===== src/pkg/tll_pkg.sv =====
// constants for the temperature limit register block
// assumes one 50 MHz system clock and a two-wire slave front end
package tll_pkg;
	// ==================================================
	// bus addressing
	localparam logic [3:0] DEV_ADDR_HI = 4'h9; // fixed upper address bits 1001
	localparam logic [7:0] PTR_LOW_LIMIT = 8'h02; // low_temp_limit pointer
	localparam logic [7:0] PTR_HIGH_LIMIT = 8'h03; // high_temp_limit pointer
	localparam logic [3:0] BITS_PER_BYTE = 4'h8; // bits before the ack slot
	localparam logic [1:0] DATA_UPPER = 2'h0; // data byte index: upper
	localparam logic [1:0] DATA_LOWER = 2'h1; // data byte index: lower
	localparam logic [1:0] DATA_EXTRA = 2'h2; // further bytes are ignored
	// ==================================================
	// limit format
	localparam logic [15:0] MASK_9BIT = 16'hff80; // resolution 00
	localparam logic [15:0] MASK_10BIT = 16'hffc0; // resolution 01
	localparam logic [15:0] MASK_11BIT = 16'hffe0; // resolution 10
	localparam logic [15:0] MASK_12BIT = 16'hfff0; // resolution 11
	localparam logic [15:0] LIMIT_RESET = 16'h0000; // before nonvolatile reload
	// ==================================================
	// slave states
	typedef enum logic [2:0] {
		ST_IDLE = 3'b000,
		ST_ADDR = 3'b001,
		ST_PTR = 3'b010,
		ST_DATA = 3'b011,
		ST_ACK = 3'b100,
		ST_READ = 3'b101,
		ST_MACK = 3'b110,
		ST_SKIP = 3'b111
	} tll_state_e;
endpackage


===== src/design/tll_regs.sv =====
// limit registers, lock logic and two-wire slave access
// assumes scl/sda are already synchronous and filtered; nonvolatile copies are inputs
`timescale 1ns/1ps
module tll_regs (
	input wire logic sys_clk_i,
	input wire logic rst_n_i,
	input wire logic scl_i, // bus clock, sampled
	input wire logic sda_i, // bus data, sampled
	output logic sda_o, // always low when enabled
	output logic sda_oe_o, // high pulls data line low
	input wire logic [2:0] address_select_pins_i,
	input wire logic [15:0] nv_low_limit_i, // nonvolatile copies
	input wire logic [15:0] nv_high_limit_i,
	input wire logic powerup_shutdown_default_i,
	input wire logic reversible_lock_i,
	input wire logic permanent_lockdown_i,
	input wire logic nonvolatile_busy_flag_i,
	input wire logic [1:0] resolution_select_i,
	input wire logic conversion_done_i, // one-cycle pulse per conversion
	output logic shutdown_o,
	output logic regs_locked_o,
	output logic [15:0] cmp_low_limit_o, // limits used by the alarm compare
	output logic [15:0] cmp_high_limit_o,
	output logic fault_count_clear_o, // one-cycle pulse
	output logic [7:0] pointer_o
);
	// ==================================================
	// decode helpers
	// resolution mask, used on write and on read
	function automatic logic [15:0] res_mask(input logic [1:0] res);
		case (res)
			2'b00: res_mask = tll_pkg::MASK_9BIT;
			2'b01: res_mask = tll_pkg::MASK_10BIT;
			2'b10: res_mask = tll_pkg::MASK_11BIT;
			default: res_mask = tll_pkg::MASK_12BIT;
		endcase
	endfunction

	tll_pkg::tll_state_e state; // slave state
	tll_pkg::tll_state_e ret_state; // state after the ack slot
	logic scl_q; // previous clock sample
	logic sda_q; // previous data sample
	logic [3:0] bit_cnt; // bits of the current byte
	logic [7:0] shift; // receive shift register
	logic [7:0] tx_byte; // byte being sent
	logic [1:0] data_idx; // data byte index in a write
	logic [7:0] upper_hold; // upper data byte awaiting the lower
	logic read_lower; // next read byte is the lower one
	logic load_pend; // reload from nonvolatile after reset
	logic lockdown; // sticky permanent lockdown
	logic [15:0] low_limit; // volatile limits
	logic [15:0] high_limit;
	logic upd_pend; // accepted write waiting for a conversion

	// ==================================================
	// edge and condition decode
	wire scl_rise = scl_i & ~scl_q;
	wire scl_fall = ~scl_i & scl_q;
	wire bus_start = scl_i & scl_q & sda_q & ~sda_i;
	wire bus_stop = scl_i & scl_q & ~sda_q & sda_i;
	wire byte_done = scl_fall & (bit_cnt == tll_pkg::BITS_PER_BYTE);
	wire addr_match = (shift[7:1] == {tll_pkg::DEV_ADDR_HI, address_select_pins_i});
	wire locked = reversible_lock_i | lockdown;
	wire [15:0] mask = res_mask(resolution_select_i);
	wire [15:0] wr_value = {upper_hold, shift} & mask;
	wire ptr_low = (pointer_o == tll_pkg::PTR_LOW_LIMIT);
	wire ptr_high = (pointer_o == tll_pkg::PTR_HIGH_LIMIT);
	wire [15:0] rd_reg = ptr_low ? low_limit : (ptr_high ? high_limit : tll_pkg::LIMIT_RESET);
	wire [15:0] rd_value = rd_reg & mask;
	wire lower_done = byte_done & (state == tll_pkg::ST_DATA) & (data_idx == tll_pkg::DATA_LOWER);
	// refused while busy, locked or locked down; lock clearing lives in the config block
	wire wr_accept = lower_done & ~nonvolatile_busy_flag_i & ~locked & (ptr_low | ptr_high);
	wire wr_changes = ptr_low ? (wr_value != low_limit) : (wr_value != high_limit);

	// ==================================================
	// sampled history for edge detection
	always_ff @(posedge sys_clk_i or negedge rst_n_i) begin
		if (!rst_n_i) begin
			scl_q <= 1'b1;
			sda_q <= 1'b1;
		end else begin
			scl_q <= scl_i;
			sda_q <= sda_i;
		end
	end

	// ==================================================
	// slave sequencer; start and stop override every state
	always_ff @(posedge sys_clk_i or negedge rst_n_i) begin
		if (!rst_n_i) begin
			state <= tll_pkg::ST_IDLE;
			ret_state <= tll_pkg::ST_IDLE;
			bit_cnt <= 4'h0;
			shift <= 8'h00;
			tx_byte <= 8'h00;
			data_idx <= tll_pkg::DATA_UPPER;
			upper_hold <= 8'h00;
			read_lower <= 1'b0;
			sda_oe_o <= 1'b0;
			pointer_o <= 8'h00;
		end else if (bus_start) begin
			// restart drops any half-written limit
			state <= tll_pkg::ST_ADDR;
			bit_cnt <= 4'h0;
			data_idx <= tll_pkg::DATA_UPPER;
			sda_oe_o <= 1'b0;
		end else if (bus_stop) begin
			state <= tll_pkg::ST_IDLE;
			data_idx <= tll_pkg::DATA_UPPER;
			sda_oe_o <= 1'b0;
		end else begin
			case (state)
				tll_pkg::ST_ADDR, tll_pkg::ST_PTR, tll_pkg::ST_DATA: begin
					if (scl_rise) begin
						shift <= {shift[6:0], sda_i};
						bit_cnt <= bit_cnt + 4'h1;
					end else if (byte_done) begin
						state <= tll_pkg::ST_ACK;
						if (state == tll_pkg::ST_ADDR) begin
							// foreign address: stay off the line until stop/start
							sda_oe_o <= addr_match;
							ret_state <= !addr_match ? tll_pkg::ST_SKIP :
								(shift[0] ? tll_pkg::ST_READ : tll_pkg::ST_PTR);
							tx_byte <= rd_value[15:8];
							read_lower <= 1'b1;
						end else if (state == tll_pkg::ST_PTR) begin
							sda_oe_o <= 1'b1;
							pointer_o <= shift;
							ret_state <= tll_pkg::ST_DATA;
						end else begin
							// busy: data bytes are not acknowledged
							sda_oe_o <= ~nonvolatile_busy_flag_i;
							ret_state <= tll_pkg::ST_DATA;
							if (data_idx == tll_pkg::DATA_UPPER) begin
								upper_hold <= shift;
							end
							if (data_idx != tll_pkg::DATA_EXTRA) begin
								data_idx <= data_idx + 2'h1;
							end
						end
					end
				end
				tll_pkg::ST_ACK: begin
					if (scl_fall) begin
						bit_cnt <= 4'h0;
						state <= ret_state;
						// first read bit goes out as the ack slot ends
						sda_oe_o <= (ret_state == tll_pkg::ST_READ) & ~tx_byte[7];
					end
				end
				tll_pkg::ST_READ: begin
					if (scl_rise) begin
						bit_cnt <= bit_cnt + 4'h1;
					end else if (scl_fall) begin
						if (bit_cnt == tll_pkg::BITS_PER_BYTE) begin
							sda_oe_o <= 1'b0;
							state <= tll_pkg::ST_MACK;
						end else begin
							sda_oe_o <= ~tx_byte[3'h7 - bit_cnt[2:0]];
						end
					end
				end
				tll_pkg::ST_MACK: begin
					if (scl_rise) begin
						// master nack ends the read and leaves the line free
						state <= sda_i ? tll_pkg::ST_SKIP : tll_pkg::ST_ACK;
						ret_state <= tll_pkg::ST_READ;
						tx_byte <= read_lower ? rd_value[7:0] : rd_value[15:8];
						read_lower <= ~read_lower;
					end
				end
				tll_pkg::ST_SKIP: begin
					sda_oe_o <= 1'b0;
				end
				default: begin
					sda_oe_o <= 1'b0;
				end
			endcase
		end
	end

	assign sda_o = 1'b0;
	assign regs_locked_o = locked;

	// ==================================================
	// limits, lockdown and start-up mode
	// reset cannot sample ports, so the reload happens one edge after release
	always_ff @(posedge sys_clk_i or negedge rst_n_i) begin
		if (!rst_n_i) begin
			load_pend <= 1'b1;
			lockdown <= 1'b0;
			low_limit <= tll_pkg::LIMIT_RESET;
			high_limit <= tll_pkg::LIMIT_RESET;
			shutdown_o <= 1'b0;
			fault_count_clear_o <= 1'b0;
		end else begin
			lockdown <= lockdown | permanent_lockdown_i;
			fault_count_clear_o <= 1'b0;
			if (load_pend) begin
				load_pend <= 1'b0;
				low_limit <= nv_low_limit_i;
				high_limit <= nv_high_limit_i;
				shutdown_o <= powerup_shutdown_default_i;
			end else if (wr_accept) begin
				if (ptr_low) begin
					low_limit <= wr_value;
				end else begin
					high_limit <= wr_value;
				end
				fault_count_clear_o <= wr_changes;
			end
		end
	end

	// ==================================================
	// compare copies, refreshed only at a conversion boundary
	// keeps one conversion from mixing old and new limits
	// upd_pend skips copies when no write was accepted and no reload came since the last copy, so the outputs never toggle needlessly
	always_ff @(posedge sys_clk_i or negedge rst_n_i) begin
		if (!rst_n_i) begin
			upd_pend <= 1'b1; // first conversion after the reload edge always copies
			cmp_low_limit_o <= tll_pkg::LIMIT_RESET;
			cmp_high_limit_o <= tll_pkg::LIMIT_RESET;
		end else begin
			// a commit in the copy cycle: the copy takes the old value and the flag stays set
			if (conversion_done_i & upd_pend & ~load_pend) begin
				cmp_low_limit_o <= low_limit;
				cmp_high_limit_o <= high_limit;
				upd_pend <= 1'b0;
			end
			if (wr_accept | load_pend) begin
				upd_pend <= 1'b1;
			end
		end
	end
endmodule


===== config.mk =====
export PLATFORM = sky130hd
export DESIGN_NAME = tll_regs
export DESIGN_NICKNAME = d
export VERILOG_FILES = /design/src/pkg/tll_pkg.sv /design/src/design/tll_regs.sv
export SDC_FILE = /design/constraint.sdc
export NUM_CORES = 1
export LEC_CHECK = 0
export ABC_AREA = 1
export BUFFER_PORTS_ARGS = -buffer_cell sky130_fd_sc_hd__buf_2
export CORE_MARGIN = 5
export CORE_UTILIZATION = 43
export DETAILED_ROUTE_END_ITERATION = 12
export PLACE_DENSITY = 0.68
export RECOVER_POWER = 50
export SLEW_MARGIN = 40
export SYNTH_ARGS = -nofsm -noshare
export SYNTH_HDL_FRONTEND = slang
export SYNTH_SLANG_ARGS = --single-unit
export TNS_END_PERCENT = 1

===== constraint.sdc =====
create_clock -name sys_clk_i -period 1.9 [get_ports sys_clk_i]
set_input_delay 0.19 -clock sys_clk_i [delete_from_list [all_inputs] [get_ports sys_clk_i]]
set_output_delay 0.19 -clock sys_clk_i [all_outputs]
set_load 0.01 [all_outputs]

==> impl_metrics.py <==
metrics = {
    "setup_path": {
        "critPathRequiredTime_ns": 2.20,
        "ff2ff_path_depth": 11,
        "cp-start-kind": "flop",
        "criticalPathCategory": "flop to flop",
        "worst_path_largest_cell_delay_ns": 0.38,
        "cpMaxStageDelayCell": "dfrtp_1",
        "regToRegEndpoint": "high_limit[4]",
        "crit_chain": "inv_2 > ha_4 > nand3_4 > nor2_4 > inv_2 > nor4_4 > nand3_2 > nand2_4 > buf_12 > nand2_2 > o21a_1",
        "reg2reg_from": "bit_cnt[1]",
        "r2r_setup_slack_ns": 0.03,
        "worstSetupEndpoint": "high_limit[4]",
        "crit_start": "bit_cnt[1]",
        "crit_top_cell": "inv_2",
        "cp_max_fo": 7,
        "cp-end-kind": "flop",
        "worstPathArrival_ns": 2.17,
    },
    "finish": {
        "layout_commonest_cell": "nand2_1",
        "drive_above_1_share_pct": 20.7,
        "syn_to_final_growth_pct": 28.9,
        "fin_cells": 1060,
        "fin_area_um2": 7460,
        "layout_common_cells": "nand2_1 (229), dfrtp_1 (113), o21ai_0 (99)",
        "fin_nets": 923,
        "num_antenna_cells": 0,
        "fillers": 1231,
    },
    "synth": {
        "yosysWarnings": 0,
        "synthDistinctLibCells": 39,
        "syn_avg_cell_area_um2": 7.80,
        "synth.ff_latch_count": 117,
        "ys_seq_area_share_pct": 50.7,
        "synth_cells": 742,
        "synthesis.area_um2": 5790,
    },
    "timing": {
        "timing.fmax_mhz": 536,
        "hold_viol_final": 0,
        "drv_slew": 0,
        "fin_skew_ns": 0.00804,
        "finalSetupTns_ns": 0,
        "period_minus_slack_ns": 1.87,
        "worst_pin_slew_ns": 1.31,
        "rsz0062_at_grt": "yes",
        "setup_viol": 0,
        "period_share_pct": 98.2,
        "slew-limit-headroom_pct": 12.6,
    },
    "floorplan": {
        "dieArea_um2": 15900,
        "core_um2": 13200,
        "fp-row-count": 42,
        "ios": 91,
        "die_h_um": 126,
        "start_util_pct": 43.7,
        "die_w_um": 126,
    },
    "placed_design": {
        "portBuffers": 89,
        "hpwl_um": 11500,
        "gp_congestion": 0.921,
        "placedCellCount": 1011,
        "dpl_cell_area_um2": 6630,
    },
    "grt": {
        "grt_pass1_wl_um": 25900,
        "grt-ovfl-total": 0,
        "antenna_found_initial": 0,
        "grt_max_degree": 57,
        "first_global_vias": 5237,
        "grt_use_total_pct": 20.5,
    },
    "clock_tree": {
        "cts_max_path_buffers": 2,
        "root_buffer": "clkbuf_16",
        "clk_latency_ns": 0.41,
        "cts_buffers": 17,
        "clkTransAtPathRegs_ns": 0.05,
        "cts.sink_count": 117,
        "htree_levels": 4,
        "cts_tree": "yes",
    },
    "drt": {
        "vias": 5313,
        "postRouteAntennaNets": 0,
        "routed_via_density": 5.01,
        "finalWirelength_um": 15700,
        "drc": 0,
        "wire_per_inst_um": 14.8,
        "dr.pass1.iters": 5,
        "drtIter0Drc": 414,
    },
    "run_status": {
        "status": "completed",
    },
    "pwr": {
        "irDropWorstVdd_v": 0.000604,
        "power_density_nw_per_um2": 1160,
        "power.leakage_nw": 3.79,
    },
    "flow_run": {
        "maxCapViolCount": 0,
    },
    "min_path": {
        "min_path_cells": 3,
        "hp-class": "input port to flop",
    },
}
metal layers:
layer / track usage [%] / wire length (um) / vias to the layer above
li1: - / - / 2638
met2: 32.6 / 7480 / 153
met4: 8.14 / 405 / 0
met3: 4.36 / 744 / 30
met5: 0 / 0 / -
met1: 27.5 / 7100 / 2492
cells by family after synthesis:
group                    after synthesis  share of synthesized area [%]
AO/OA/AOI/OAI                        160                           14.3
XOR/XNOR                               4                          0.605
adder cells (fa/ha/maj)                5                           1.08
flip-flops                           117                           50.7
buffers and inverters                119                           8.45
AND/OR/NAND/NOR                      336                           24.9
other                                  1                         0.0648
critical path: cells and delay by family (launching register included):
kind	cells	cell delay, ns
buf+inv	3	0.27
fa+ha+maj	1	0.14
flops	1	0.38
simple gates	6	0.88
compound gates	1	0.09
worst min-delay path by stage:
stage	startpoint	endpoint	slack [ns]
floorplan	rst_n_i	bit_cnt[0]	-0.11
global placement	rst_n_i	cmp_low_limit_o[2]	0.11
detailed placement	rst_n_i	cmp_low_limit_o[2]	0.12
CTS	nv_high_limit_i[3]	high_limit[3]	0.01
global route	nv_high_limit_i[3]	high_limit[3]	0.02
finish	nv_high_limit_i[3]	high_limit[3]	0.01
area by class of cell:
cell class / instances / area (um^2) / area share, %
clock buffers: 22 / 464 / 6.22
well taps: 176 / 220 / 2.95
clock inverters: 9 / 128 / 1.71
flip-flops and latches: 117 / 2930 / 39.3
multi-input cells: 507 / 2430 / 32.6
repair buffers: 136 / 936 / 12.5
inverters: 93 / 349 / 4.68
synthesized netlist by cell type:
| cell | instances | share of area [%] |
|---|---|---|
| a211oi_1 | 1 | 0.13 |
| a21oi_1 | 16 | 1.4 |
| a31oi_1 | 1 | 0.11 |
| buf_1 | 1 | 0.065 |
| buf_2 | 4 | 0.35 |
| buf_4 | 4 | 0.52 |
| buf_6 | 3 | 0.58 |
| clkbuf_1 | 14 | 0.91 |
| clkinv_1 | 1 | 0.065 |
| conb_1 | 1 | 0.065 |
| dfrtp_1 | 113 | 49 |
| dfstp_2 | 4 | 1.8 |
| ha_1 | 5 | 1.1 |
| inv_1 | 87 | 5.6 |
| inv_2 | 5 | 0.32 |
| nand2_1 | 234 | 15 |
| nand2_2 | 1 | 0.11 |
| nand2_4 | 1 | 0.19 |
| nand3_1 | 42 | 3.6 |
| nand3_2 | 3 | 0.52 |
| nand3b_1 | 1 | 0.13 |
| nand4_1 | 6 | 0.65 |
| nor2_1 | 26 | 1.7 |
| nor2_2 | 6 | 0.65 |
| nor2_4 | 1 | 0.19 |
| nor3_1 | 6 | 0.52 |
| nor3_4 | 1 | 0.28 |
| nor3b_1 | 1 | 0.13 |
| nor4_1 | 3 | 0.32 |
| nor4_4 | 1 | 0.37 |
| o211ai_1 | 7 | 0.91 |
| o21a_1 | 1 | 0.13 |
| o21ai_0 | 107 | 9.2 |
| o21ai_1 | 26 | 2.2 |
| o22ai_1 | 1 | 0.11 |
| or2_1 | 1 | 0.11 |
| or2_2 | 2 | 0.22 |
| xnor2_1 | 1 | 0.15 |
| xor2_1 | 3 | 0.45 |
metrics by stage:
stage          total power, mW  utilization (%)  worst slack, ns  hold WS (ns)
2_1_floorplan             4.55                -           0.0399        -0.106
3_3_place_gp              5.33             50.1            0.150         0.114
3_5_place_dp              5.36             50.1            0.118         0.116
4_1_cts                   8.61             55.5            0.103        0.0133
5_1_grt                   9.20             56.3           -0.122        0.0188
6_report                  8.66             56.3           0.0349        0.0135
registers in the layout, indices dropped and copies added (netlist names):
| register | count |
|---|---|
| upd_pend | 1 |
| low_limit | 16 |
| shutdown_o | 1 |
| upper_hold | 8 |
| fault_count_clear_o | 1 |
| scl_q | 1 |
| tx_byte | 8 |
| sda_q | 1 |
| state | 3 |
| cmp_low_limit_o | 16 |
| sda_oe_o | 1 |
| cmp_high_limit_o | 16 |
| ret_state | 3 |
| shift | 8 |
| read_lower | 1 |
| lockdown | 1 |
| bit_cnt | 4 |
| data_idx | 2 |
| pointer_o | 8 |
| high_limit | 16 |
| load_pend | 1 |
where the power goes:
| group | internal (mW) | switching, mW | total (mW) | leakage [nW] |
|---|---|---|---|---|
| logic | 0.847 | 1.39 | 2.24 | 2.06 |
| clock network | 2.11 | 1.10 | 3.21 | 0.282 |
| registers | 2.91 | 0.296 | 3.21 | 1.45 |
what timing repair did:
action,in CTS,in global routing
hold buffers,13,0
resized for setup,0,27
endpoints found under the setup margin,0,44
setup buffers,0,4
hold endpoints to repair,33,0
No activity file was read; power rests on OpenSTA's default activity.
